==> src/gyrout_map.svh <==
// offsets, field positions and constants of the gyro output registers
`ifndef GYROUT_MAP_SVH
`define GYROUT_MAP_SVH

`define GYROUT_ADDR_W 7
`define GYROUT_X_RATE_LOW 7'h04
`define GYROUT_X_RATE_HIGH 7'h06
`define GYROUT_Y_RATE_LOW 7'h08
`define GYROUT_Y_RATE_HIGH 7'h0a
`define GYROUT_Z_RATE_LOW 7'h0c
`define GYROUT_Z_RATE_HIGH 7'h0e
`define GYROUT_X_ANGLE_INC 7'h24
`define GYROUT_Y_ANGLE_INC 7'h26
`define GYROUT_WORD_RESET 16'h0000
`define GYROUT_UNMAPPED_BYTE 8'h00
`define GYROUT_SRC_INTERNAL 2'h0
`define GYROUT_INT_RATE_HZ 16'h0800
`define GYROUT_POS_MAX 16'h7fff
`define GYROUT_NEG_MAX 16'h8000
`define GYROUT_DIV_STEPS 5'h1f

`endif

==> src/gyrout_pkg.sv <==
// types shared by the gyro output register block
package gyrout_pkg;

   typedef struct packed {
      logic [31:0] x;
      logic [31:0] y;
      logic [31:0] z;
   } gyrout_rate_t;

   typedef struct packed {
      logic [6:0] addr;
      logic [7:0] data;
   } gyrout_rsp_t;

   typedef enum logic {
      GYROUT_DIV_IDLE,
      GYROUT_DIV_RUN
   } gyrout_div_state_t;

endpackage

==> src/gyrout_regs.sv <==
// gyro rate and delta angle output registers with byte read port
//
// Functional notes
// - rate high word, 16-bit, 0.005 dps/LSB
// - low word carries filter bit growth
// - high and low form one 32-bit result
// - six read-only rate registers, latest sample
// - zero rate reads 0x0000, two's complement
// - x and y angle accumulated each processing cycle
// - angle word 16-bit two's complement, zero=0
// - angle LSB = rate LSB*(dec+1)/fsample
// - fsample 2048 Hz internal, else external rate
// - 16-bit registers, low byte at even address
`timescale 1ns/1ps
`include "gyrout_map.svh"

module gyrout_regs (
   // clock and reset
   input wire logic clk,
   input wire logic reset_n,
   // processed samples at the sample rate
   input wire logic smp_valid,
   input wire gyrout_pkg::gyrout_rate_t smp_rate,
   // configuration from the control registers
   input wire logic [15:0] decimation_setting,
   input wire logic [1:0] clk_src,
   input wire logic [15:0] ext_rate_hz,
   // scaling status
   output logic [15:0] f_sample_hz,
   // byte read requests
   input wire logic rd_valid,
   output logic rd_ready,
   input wire logic [6:0] rd_addr,
   // byte read answers
   output logic rsp_valid,
   input wire logic rsp_ready,
   output gyrout_pkg::gyrout_rsp_t rsp
);

   gyrout_pkg::gyrout_rate_t rate;
   logic [15:0] x_angle_increment;
   logic [15:0] y_angle_increment;
   logic [31:0] acc [2];
   logic [15:0] dcnt;
   logic [31:0] dvd [2];
   logic [32:0] rem [2];
   logic neg [2];
   logic [32:0] divisor;
   logic [4:0] step;
   gyrout_pkg::gyrout_div_state_t dstate;
   gyrout_pkg::gyrout_rsp_t buf_mem [2];
   logic wptr;
   logic rptr;
   logic [1:0] count;

   function automatic logic [31:0] sext16(input logic [15:0] w);
      sext16 = {{16{w[15]}}, w};
   endfunction

   function automatic logic [31:0] abs32(input logic [31:0] v);
      abs32 = v[31] ? 32'(-v) : v;
   endfunction

   // clamp the quotient into the signed 16-bit word
   function automatic logic [15:0] sat16(input logic [31:0] mag,
                                         input logic n);
      if (n) begin
         sat16 = (mag > 32'h0000_8000) ? `GYROUT_NEG_MAX : 16'(-mag);
      end else begin
         sat16 = (mag > 32'h0000_7fff) ? `GYROUT_POS_MAX : mag[15:0];
      end
   endfunction

   // sample decimation window and running sums of the high words
   wire [31:0] next_acc_x = acc[0] + sext16(smp_rate.x[31:16]);
   wire [31:0] next_acc_y = acc[1] + sext16(smp_rate.y[31:16]);
   wire win_end = smp_valid && (dcnt == decimation_setting);
   wire div_start = win_end && (dstate == gyrout_pkg::GYROUT_DIV_IDLE);
   wire div_last = (dstate == gyrout_pkg::GYROUT_DIV_RUN) &&
                   (step == `GYROUT_DIV_STEPS);
   // window length, dec+1 samples
   wire [32:0] next_divisor =
      {17'h0, decimation_setting} + 33'h1;

   // one restoring division step per axis
   logic [32:0] shifted [2];
   logic ge [2];
   logic [31:0] next_dvd [2];
   logic [32:0] next_rem [2];
   for (genvar i = 0; i < 2; i++) begin : g_div
      assign shifted[i] = {rem[i][31:0], dvd[i][31]};
      assign ge[i] = shifted[i] >= divisor;
      assign next_dvd[i] = {dvd[i][30:0], ge[i]};
      assign next_rem[i] = ge[i] ? shifted[i] - divisor : shifted[i];
   end

   // byte read decode, low byte at the even address
   wire [6:0] word_addr = {rd_addr[6:1], 1'b0};
   logic [15:0] rd_word;
   always_comb begin
      case (word_addr)
         `GYROUT_X_RATE_LOW: rd_word = rate.x[15:0];
         `GYROUT_X_RATE_HIGH: rd_word = rate.x[31:16];
         `GYROUT_Y_RATE_LOW: rd_word = rate.y[15:0];
         `GYROUT_Y_RATE_HIGH: rd_word = rate.y[31:16];
         `GYROUT_Z_RATE_LOW: rd_word = rate.z[15:0];
         `GYROUT_Z_RATE_HIGH: rd_word = rate.z[31:16];
         `GYROUT_X_ANGLE_INC: rd_word = x_angle_increment;
         `GYROUT_Y_ANGLE_INC: rd_word = y_angle_increment;
         default: rd_word = {2{`GYROUT_UNMAPPED_BYTE}};
      endcase
   end
   wire [7:0] rd_byte = rd_addr[0] ? rd_word[15:8] :
                        rd_word[7:0];

   // two-entry answer buffer keeps byte answers across a receiver stall
   assign rd_ready = (count != 2'h2);
   assign rsp_valid = (count != 2'h0);
   assign rsp = buf_mem[rptr];
   wire push = rd_valid && rd_ready;
   wire pop = rsp_valid && rsp_ready;

   always_ff @(posedge clk) begin
      if (!reset_n) begin
         wptr <= 1'b0;
         rptr <= 1'b0;
         count <= 2'h0;
         buf_mem[0] <= '0;
         buf_mem[1] <= '0;
      end else begin
         if (push) begin
            buf_mem[wptr] <= '{addr: rd_addr, data: rd_byte};
            wptr <= ~wptr;
         end
         if (pop) begin
            rptr <= ~rptr;
         end
         count <= 2'(count + {1'b0, push} - {1'b0, pop});
      end
   end

   // whole 32-bit result latched at once so both words stay coherent
   always_ff @(posedge clk) begin
      if (!reset_n) begin
         rate <= {3{`GYROUT_WORD_RESET, `GYROUT_WORD_RESET}};
      end else if (smp_valid) begin
         rate <= smp_rate;
      end
   end

   always_ff @(posedge clk) begin
      if (!reset_n) begin
         f_sample_hz <= `GYROUT_INT_RATE_HZ;
      end else begin
         f_sample_hz <= (clk_src == `GYROUT_SRC_INTERNAL) ?
                        `GYROUT_INT_RATE_HZ : ext_rate_hz;
      end
   end

   // sum over dec+1 samples is in rate-LSB/fsample units; dividing by
   // dec+1 gives the scaled angle word
   always_ff @(posedge clk) begin
      if (!reset_n) begin
         acc[0] <= 32'h0;
         acc[1] <= 32'h0;
         dcnt <= 16'h0;
      end else if (win_end) begin
         acc[0] <= 32'h0;
         acc[1] <= 32'h0;
         dcnt <= 16'h0;
      end else if (smp_valid) begin
         acc[0] <= next_acc_x;
         acc[1] <= next_acc_y;
         dcnt <= 16'(dcnt + 16'h1);
      end
   end

   // a window closing mid-division is dropped; samples are far slower
   always_ff @(posedge clk) begin
      if (!reset_n) begin
         dstate <= gyrout_pkg::GYROUT_DIV_IDLE;
         step <= 5'h0;
         divisor <= 33'h0;
         for (int i = 0; i < 2; i++) begin
            dvd[i] <= 32'h0;
            rem[i] <= 33'h0;
            neg[i] <= 1'b0;
         end
      end else begin
         case (dstate)
            gyrout_pkg::GYROUT_DIV_IDLE: begin
               if (div_start) begin
                  divisor <= next_divisor;
                  dvd[0] <= abs32(next_acc_x);
                  dvd[1] <= abs32(next_acc_y);
                  neg[0] <= next_acc_x[31];
                  neg[1] <= next_acc_y[31];
                  rem[0] <= 33'h0;
                  rem[1] <= 33'h0;
                  step <= 5'h0;
                  dstate <= gyrout_pkg::GYROUT_DIV_RUN;
               end
            end
            gyrout_pkg::GYROUT_DIV_RUN: begin
               for (int i = 0; i < 2; i++) begin
                  dvd[i] <= next_dvd[i];
                  rem[i] <= next_rem[i];
               end
               step <= 5'(step + 5'h1);
               if (div_last) begin
                  dstate <= gyrout_pkg::GYROUT_DIV_IDLE;
               end
            end
            default: dstate <= gyrout_pkg::GYROUT_DIV_IDLE;
         endcase
      end
   end

   always_ff @(posedge clk) begin
      if (!reset_n) begin
         x_angle_increment <= `GYROUT_WORD_RESET;
         y_angle_increment <= `GYROUT_WORD_RESET;
      end else if (div_last) begin
         x_angle_increment <= sat16(next_dvd[0], neg[0]);
         y_angle_increment <= sat16(next_dvd[1], neg[1]);
      end
   end

endmodule

==> config.mk <==
export PLATFORM = sky130hd
export DESIGN_NAME = gyrout_regs
export DESIGN_NICKNAME = d
export VERILOG_FILES = /design/src/gyrout_pkg.sv /design/src/gyrout_regs.sv
export VERILOG_INCLUDE_DIRS = /design/src
export SDC_FILE = /design/constraint.sdc
export NUM_CORES = 1
export LEC_CHECK = 0
export ABC_AREA = 1
export CORE_ASPECT_RATIO = 1.25
export CORE_UTILIZATION = 47
export CTS_BUF_LIST = sky130_fd_sc_hd__clkbuf_16
export DETAILED_ROUTE_END_ITERATION = 10
export DONT_BUFFER_PORTS = 1
export PLACE_DENSITY = 0.61
export SLEW_MARGIN = 40
export SYNTH_ARGS = -nofsm -noshare
export SYNTH_HDL_FRONTEND = slang
export SYNTH_SLANG_ARGS = --single-unit
==> constraint.sdc <==
create_clock -name clk -period 8.85 [get_ports clk]
set_input_delay 0.885 -clock clk [delete_from_list [all_inputs] [get_ports clk]]
set_output_delay 0.885 -clock clk [all_outputs]
set_load 0.02 [all_outputs]
==> impl_summary.md, run 1 <==
Yosys
The biggest area contributor in the post-synthesis netlist is sky130_fd_sc_hd__edfxtp_1. The share of synthesized registers carrying an async set or reset is 0%. The number of flops mapped to enable cells by yosys is 224. Of the synthesized area, sequential elements account for 39.2%.

The most used flip-flop cell after synthesis is sky130_fd_sc_hd__edfxtp_1. The synthesized netlist contains 68 unique library cells. The synthesis-stage register bit count is 412. The synthesized cell area is 0.0267 mm². The post-synth net total is 3957.

In the post-synthesis netlist, the biggest area contributors are sky130_fd_sc_hd__edfxtp_1 (25%), sky130_fd_sc_hd__dfxtp_1 (14%), sky130_fd_sc_hd__nand2_1 (13%). Synthesis handed over a netlist of 3705 instances. The share of the synthesized area in the top cell type is 25.2%.

The per-instance average area after synthesis is 7.22 µm². The count of synthesis-stage warnings from yosys is 0.

Critical path
The highest fanout seen on the critical path is 43. The slack of the worst reg-to-reg path is 4.47 ns. The worst register-to-register path begins at divisor[2]. STA puts the critical path data arrival time at 4.87 ns. At the worst endpoint, the required time is 9.33 ns.

The worst register-to-register path has a depth of 24. STA classifies the critical path startpoint as a register. The kind of capture point of the worst setup path is a register. The worst register-to-register path ends at y_angle_increment[8]. By startpoint and endpoint, the worst setup path is classified as register to register.

Power and ir drop
The standby leakage power is 12.5 nW. The worst-case IR drop observed on VDD is 158 µV. The cell area power density is 184 mW/mm². Summing internal, switching and leakage power gives 5.31 mW.

Drt
The final route contains 23920 vias. The first detailed-routing pass ran for 6 iterations. The routed wire length is 78600 µm. The number of nets with antenna violations after routing is 0. The detailed router finished its first iteration with 1732 violations.

The DRC violation count after routing is 0. The average wire per standard cell is 17.7 µm. The number of vias per cell after detailed routing is 5.38.

STA
Headroom to the max-slew limit came out at 46.0%. Setup violations remaining at the end of the flow were counted as 0. Setup repair after global routing left no endpoint under its margin.

Across the routed clock network, the largest skew measured is 0.0218 ns. The number of max-slew violations in the final report came to 0. For the pin with the worst max-slew slack, the measured transition is 0.805 ns. The maximum clock frequency is 228 MHz. The final-layout setup total negative slack is 0 ns. The final number of hold-violating endpoints is 0.

The final critical-path required period is 4.38 ns. The period utilization is 49.5%. After layout, the worst setup slack is 4.47 ns.

Floorplan
The initial core utilization is 47.7%. Measured along the x axis, the die boundary spans 215 µm. The site row count is 97. The die covers 0.0579 mm².

The die extent in y is 269 µm. The number of ports placed on the die boundary is 175. The area of the core is 0.0561 mm².

Clocking
The clock edge transition at the registers on the reported setup and hold paths is 0.06 ns. Counting along the longest clock path gives a buffer depth of 3. The number of setup buffers added after CTS is 0. The worst-skew pair later-pin latency is 0.60 ns. TritonCTS built the clock tree. The number of CTS-inserted buffers is 45. The library cell used as clock root buffer is sky130_fd_sc_hd__clkbuf_16. CTS saw 412 sinks. For this design, the CTS-stage hold fixing added 0 buffers. Post-CTS repair changed the size of 0 cells. The H-tree was split into 2 levels.

Placement
Before CTS, the worst setup slack after placement is 4.50 ns. Detailed placement ended at an HPWL of 59200 µm. The post-place instance area is 0.0274 mm².

At the end of routability-driven placement, the weighted congestion stood at 0.922. The total of buffers placed on input and output ports is 0.

Final layout
Cells with a size suffix above 1 make up 7.51% of the layout. The total non-filler cell area in the finished layout is 0.0289 mm². The layout overhead on the synthesized area is 7.96%. The final layout contains 3915 nets.

The number of diodes is 0. The final cell utilization of the core is 51.5%.

Hold path
The startpoint identified for the worst hold timing path is reset_n. The worst-case hold path end point is count[0]. The worst hold path class is primary input to register. Counting instances, the worst hold path has a depth of 2.

Global routing
The number of antenna violations at the first check in global routing is 2. The via count of the first global-routing pass is 22707. Entering global routing, the biggest net connects 97 pins. Global routing used 27.1% of the available tracks. The first global-routing pass estimated 124000 µm of wire.

The total congestion overflow after global routing is 0.

Status
The flow ran to the end, and the final reports show no timing, DRC or antenna violations.

Job
The tool flagged a number of max-cap violations equal to 0.
area by class of cell:
| type | instances | area (µm²) |
|---|---|---|
| Clock buffer | 46 | 1150 |
| Clock inverter | 38 | 359 |
| Fill cell | 5665 | 27200 |
| Inverter | 534 | 2010 |
| Multi-Input combinational cell | 2659 | 13800 |
| Sequential cell | 412 | 10500 |
| Tap cell | 742 | 928 |
| Timing Repair Buffer | 11 | 93.8 |
critical path, stage by stage (launching register included):
cell and delay [ns]:
sky130_fd_sc_hd__dfxtp_1 0.32, sky130_fd_sc_hd__inv_1 0.07, sky130_fd_sc_hd__ha_1 0.35, sky130_fd_sc_hd__a21oi_1 0.20
sky130_fd_sc_hd__o21ai_2 0.10, sky130_fd_sc_hd__a21oi_2 0.23, sky130_fd_sc_hd__o21ai_2 0.12, sky130_fd_sc_hd__nand2_1 0.08
sky130_fd_sc_hd__inv_1 0.05, sky130_fd_sc_hd__nor2_1 0.11, sky130_fd_sc_hd__nand2_2 0.44, sky130_fd_sc_hd__clkinv_2 0.32
sky130_fd_sc_hd__ha_1 0.24, sky130_fd_sc_hd__nand3_1 0.13, sky130_fd_sc_hd__nor3_2 0.14, sky130_fd_sc_hd__nand2_1 0.12
sky130_fd_sc_hd__nor2_1 0.16, sky130_fd_sc_hd__nand2_1 0.09, sky130_fd_sc_hd__nor2_1 0.15, sky130_fd_sc_hd__nand3_1 0.09
sky130_fd_sc_hd__nand2_1 0.12, sky130_fd_sc_hd__nand2_1 0.08, sky130_fd_sc_hd__inv_2 0.19, sky130_fd_sc_hd__nand3_1 0.10
sky130_fd_sc_hd__a221oi_1 0.23
metal layers:
metal	vias to the layer above	track usage (%)	share of wire, %
met5	-	0	0.043
met4	6	6.54	2.1
met3	108	3.85	5.6
met2	574	45.7	47
met1	11045	36.5	45
li1	12187	-	-
flip-flops by register name, summed over array words and instances (netlist names), named ones only:
register	count
rate	96
acc	64
dvd	64
rem	64
buf_mem	30
divisor	17
dcnt	16
f_sample_hz	16
x_angle_increment	16
y_angle_increment	16
step	5
count	2
neg	2
dstate	1
rptr	1
wptr	1
stage by stage:
stage               hold slack (ns)  instances
floorplan                     0.426       3705
global placement              0.437       4358
detailed placement            0.440       4358
CTS                           0.364       4442
global route                  0.367       4442
finish                        0.393       4442
how the worst max path moves through the flow:
| stage | from | endpoint | cells past startpoint |
|---|---|---|---|
| 2_1_floorplan | decimation_setting[4] | dvd[0][0] | 8 |
| 3_3_place_gp | rem[0][34] | y_angle_increment[8] | 23 |
| 3_5_place_dp | divisor[2] | y_angle_increment[8] | 24 |
| 4_1_cts | divisor[2] | y_angle_increment[8] | 24 |
| 5_1_grt | divisor[1] | y_angle_increment[6] | 24 |
| 6_report | divisor[2] | y_angle_increment[8] | 24 |
cell usage after synthesis (37+ instances only):
cell type                  count
sky130_fd_sc_hd__o21ai_1      40
sky130_fd_sc_hd__xor2_1       45
sky130_fd_sc_hd__inv_2        45
sky130_fd_sc_hd__o21ai_0     219
sky130_fd_sc_hd__nand2_1     920
sky130_fd_sc_hd__inv_1       484
sky130_fd_sc_hd__nand2_2      37
sky130_fd_sc_hd__nor2_1      390
sky130_fd_sc_hd__a21oi_1     210
sky130_fd_sc_hd__xnor2_1      40
sky130_fd_sc_hd__edfxtp_1    224
sky130_fd_sc_hd__nand4_1      53
sky130_fd_sc_hd__dfxtp_1     188
sky130_fd_sc_hd__clkbuf_1     73
sky130_fd_sc_hd__nand3_1     236
sky130_fd_sc_hd__o22ai_1      74
sky130_fd_sc_hd__nor3_1       52
sky130_fd_sc_hd__ha_1        106
power breakdown:
group / internal [mW] / switching (mW)
logic: 0.349 / 0.815
registers: 2.13 / 0.0602
clock network: 1.11 / 0.852
total: 3.58 / 1.73
placed cells by master (no fill, tap or decap), types with 12 or more instances in the layout:
cell                          n
sky130_fd_sc_hd__dfxtp_1    188
sky130_fd_sc_hd__edfxtp_1   224
sky130_fd_sc_hd__clkbuf_16   46
sky130_fd_sc_hd__o22ai_1     74
sky130_fd_sc_hd__o21ai_1     39
sky130_fd_sc_hd__nand2_1    914
sky130_fd_sc_hd__nand3_1    236
sky130_fd_sc_hd__nor2_1     390
sky130_fd_sc_hd__a221oi_1    16
sky130_fd_sc_hd__inv_2       45
sky130_fd_sc_hd__nor2_2      27
sky130_fd_sc_hd__nand2_2     41
sky130_fd_sc_hd__nand3_2     13
sky130_fd_sc_hd__nand4_1     53
sky130_fd_sc_hd__nor4_1      29
sky130_fd_sc_hd__xnor2_1     40
sky130_fd_sc_hd__mux2_2      15
sky130_fd_sc_hd__nor3_1      52
sky130_fd_sc_hd__xor2_1      45
sky130_fd_sc_hd__a31oi_1     12
sky130_fd_sc_hd__a21oi_1    210
sky130_fd_sc_hd__ha_1       106
sky130_fd_sc_hd__o21ai_0    219
sky130_fd_sc_hd__inv_1      493
cells by family (layout without fill, tap and decap cells):
| family | count (synthesis) | in the layout | share of synthesized area [%] |
|---|---|---|---|
| XOR/XNOR | 86 | 86 | 2.85 |
| multiplexers | 15 | 15 | 0.632 |
| flip-flops | 412 | 412 | 39.2 |
| adder cells (fa/ha/maj) | 110 | 110 | 5.26 |
| AO/OA/AOI/OAI | 629 | 629 | 13.1 |
| AND/OR/NAND/NOR | 1819 | 1819 | 29.7 |
| buffers and inverters | 634 | 629 | 9.18 |
No activity file was read; power rests on OpenSTA's default activity.
==> run 2, diff against run 1 <==
clock period = 4.15 ns   (was 8.85 ns; I/O delays follow)
==> run 2 against run 1 <==
Against the previous run: design area is 4.8% higher; critical path type unchanged; largest cell class unchanged; maximum frequency is 18% higher; die area stayed put; sequential cell count stayed put; sequential share of layout area is 1.7 points lower.
==> impl_summary.md, run 2 (same netlist as run 1, synthesis figures left out) <==
Status
The run finished with clean final reports.

Drt
The starting DRC count in detailed routing is 1996. Across all layers, the routed design uses 24564 vias. In the final routed layout, each cell accounts on average for 17.7 µm. The routed wire length is 80800 µm.

In this run the remaining antenna-violating nets after routing total 0. Using the TritonRoute via totals, the vias-per-cell ratio works out to 5.37. The first detailed-routing pass took 5 iterations.

After detailed routing, the number of remaining DRC violations is 0.

Final layout
The flip-flop count of the largest register after layout is 96. The number of fillers in the final layout is 5547. The fraction of layout instances using a drive strength above 1 is 7.77%.

For this run, the number of standard cells in the final layout without fillers is 4576. Leaving out fill and tap cells, the most frequent cell in the layout is sky130_fd_sc_hd__nand2_1. The net count of the finished layout is 4046.

Ranked by flip-flop count, first place goes to rate. The library cells used most frequently in the layout, excluding fill and tap cells, are sky130_fd_sc_hd__nand2_1 (916), sky130_fd_sc_hd__inv_1 (491), sky130_fd_sc_hd__nor2_1 (390). The area growth from synthesis to layout is 13.2%.

Critical path
In this run the worst path has a maximum fanout of 13. The capture instance of the worst register-to-register path is x_angle_increment[4]. In this run the critical register-to-register path is launched from divisor[1]. The worst setup path is captured at a register. The path type of the worst setup path is register to register. The slack of the worst reg-to-reg path is 0.42 ns. For the worst setup path, the data required time is 4.66 ns. The critical path data arrival time is 4.24 ns. Traced cell by cell, the critical path runs through inv_1 -> ha_1 -> nand3b_1 -> nand2_1 -> a21oi_2 -> o21ai_2 -> nand2_1 -> inv_1 -> nor2_1 -> nand2_2 -> inv_2 -> ha_1 -> nand2_1 -> nor2_1 -> nand2_1 -> nor3_2 -> nand2_1 -> nor2_2 -> nand2_1 -> a21boi_2 -> nand2_1 -> inv_4 -> nand3_1 -> a221oi_1. The type of origin of the critical path is a register. For this run, the slowest stage of the critical path takes 0.43 ns. In this design, the critical path's most frequently occurring cell is sky130_fd_sc_hd__nand2_1.

Counting both buffers and inverters, the worst setup path holds a total of 4. The cell with the largest stage delay on the worst path is sky130_fd_sc_hd__dfxtp_1. The path depth of the worst reg2reg path is 24. The largest delay contributor family on the critical path is simple AND/OR/NAND/NOR gates.

Placement
Input and output buffers added on the ports amount to 0. Detailed placement ended at an HPWL of 60000 µm. Before CTS, the worst setup slack after placement is 0.442 ns. The routability-driven placement congestion ratio is 0.941. After detailed placement, the design holds a cell count of 4371.

Power and ir drop
The part of the total power dissipated in combinational logic is 22.6%. The internal power component is 7.83 mW. Of the total power, registers draw 40.0%. The clock group share of total power is 37.4%. The total net switching power is 3.82 mW. The cell area power density is 385 mW/mm².

VDD sags by at most 398 µV. The fraction of power spent switching nets is 32.8%. The standby leakage power is 13.1 nW.

Floorplan
The die footprint is 0.0579 mm². In this run the count of I/O pins placed on the die edge is 175. The initial utilization of the core area, before any placement, comes to 47.7%.

The initialized floorplan defines 97 standard-cell rows. The area of the core is 0.0561 mm². From bottom edge to top edge, the die measures 269 µm.

The die is 215 µm wide.

Clocking
The clock net sink count is 412. The buffer depth of the longest clock path is 3. The tree is rooted in a sky130_fd_sc_hd__clkbuf_16. The number of CTS-inserted buffers is 47. Clock-pin slew was measured on the worst setup and hold paths at 0.07 ns. The post-CTS setup buffer count is 0. The number of levels in the clock H-tree is 2. The clock tree from TritonCTS is done. The clock reaches the later pin of the worst-skew pair after 0.61 ns.

STA
The worst-case setup margin in the final layout is 0.423 ns. For the pin with the worst max-slew slack, the measured transition is 0.836 ns. The final number of hold-violating endpoints was 0.

The setup clock skew after layout is 0.0343 ns. The worst path needs 3.73 ns of the cycle, external delays included. Setup repair after global routing left no endpoint under its margin. The maximum clock frequency is 268 MHz. Setup violations remaining at the end of the flow were counted as 0.

The number of max-slew violations in the final report is 0. The worst pin sits at a relative slew slack of 44.1%. Summed over all failing endpoints, the final setup total negative slack is 0 ns.

The period utilization is 89.8%.

Global routing
The via count of the first global-routing pass is 23325. The total congestion overflow after global routing is 0. The number of antenna violations at the first check in global routing is 2. Entering global routing, the biggest net connects 85 pins. The global-route usage over all layers is 27.6%. The global-route wire length before repair is 127000 µm.

Hold path
In this run the worst hold path is classified as primary input to register. Along the worst hold path, the cell count comes to 2. The beginning of the worst hold path is smp_rate[43]. For hold timing, the worst endpoint is rate[43].

Job
Across the run, the number of max-cap violations was 0.
==> run 2: changes by cell type in the layout (fill, tap and decap cells not counted), moves of 2 or more <==
cell,previous run,this run
sky130_fd_sc_hd__inv_2,45,43
sky130_fd_sc_hd__clkinv_8,0,2
sky130_fd_sc_hd__inv_1,493,491
sky130_fd_sc_hd__nand2_2,41,39
sky130_fd_sc_hd__buf_4,8,20
sky130_fd_sc_hd__inv_16,3,1
sky130_fd_sc_hd__clkinv_1,10,8
sky130_fd_sc_hd__clkbuf_16,46,48
sky130_fd_sc_hd__buf_12,0,3
sky130_fd_sc_hd__inv_8,0,4
sky130_fd_sc_hd__nand2_1,914,916
sky130_fd_sc_hd__dlygate4sd3_1,0,115
==> run 2: final cells by class <==
cell class	count	area, µm²	area share [%]
inverter	534	2010	6.65
antenna	1	2.50	0.00827
timing repair buffer	140	1380	4.57
clock buffer	48	1200	3.97
sequential	412	10500	34.7
multi-input combinational	2659	13800	45.8
tap	742	928	3.07
clock inverter	40	399	1.32
==> run 2: layer usage <==
metal	global-route usage, %	wire length [µm]	vias up
li1	-	-	12452
met4	8.76	2350	4
met2	46.6	37600	667
met5	0	29	-
met1	36.4	36100	11304
met3	3.84	4750	137
==> run 2: repair_timing <==
item / 4_1_cts / 5_1_grt
hold buffers: 116 / 0
gates resized for setup: 0 / 3
setup endpoints to repair: 0 / 9
endpoints found under the hold margin: 139 / 0
==> run 2: power by group through the flow <==
| stage | Combinational (mW) | Clock [mW] | Sequential (mW) |
|---|---|---|---|
| after floorplan | 1.97 | 0 | 4.70 |
| after global placement | 2.47 | 0 | 4.74 |
| final | 2.63 | 4.36 | 4.66 |
| after detailed placement | 2.49 | 0 | 4.75 |
| after global routing | 2.95 | 4.58 | 4.69 |
| after CTS | 2.61 | 4.43 | 4.66 |
==> run 2: worst max-delay path by stage <==
stage | from | end | slack [ns] | cells after the start
after global routing | divisor[6] | y_angle_increment[4] | 0.02 | 24
final | divisor[1] | x_angle_increment[4] | 0.42 | 24
after CTS | divisor[1] | x_angle_increment[10] | 0.42 | 24
after global placement | divisor[2] | x_angle_increment[8] | 0.47 | 24
after floorplan | rem[0][1] | x_angle_increment[10] | 0.78 | 25
after detailed placement | divisor[1] | x_angle_increment[10] | 0.44 | 24
==> run 2: through the flow <==
step | total power, mW | utilization [%] | hold slack, ns | area (µm²)
final | 11.7 | 54.0 | 0.0158 | 30300
after global routing | 12.2 | 54.0 | 0.00566 | 30300
after CTS | 11.7 | 53.9 | 0.00297 | 30200
after detailed placement | 7.24 | 49.0 | 0.438 | 27500
after global placement | 7.22 | 49.0 | 0.433 | 27500
after floorplan | 6.68 | - | 0.426 | 26700
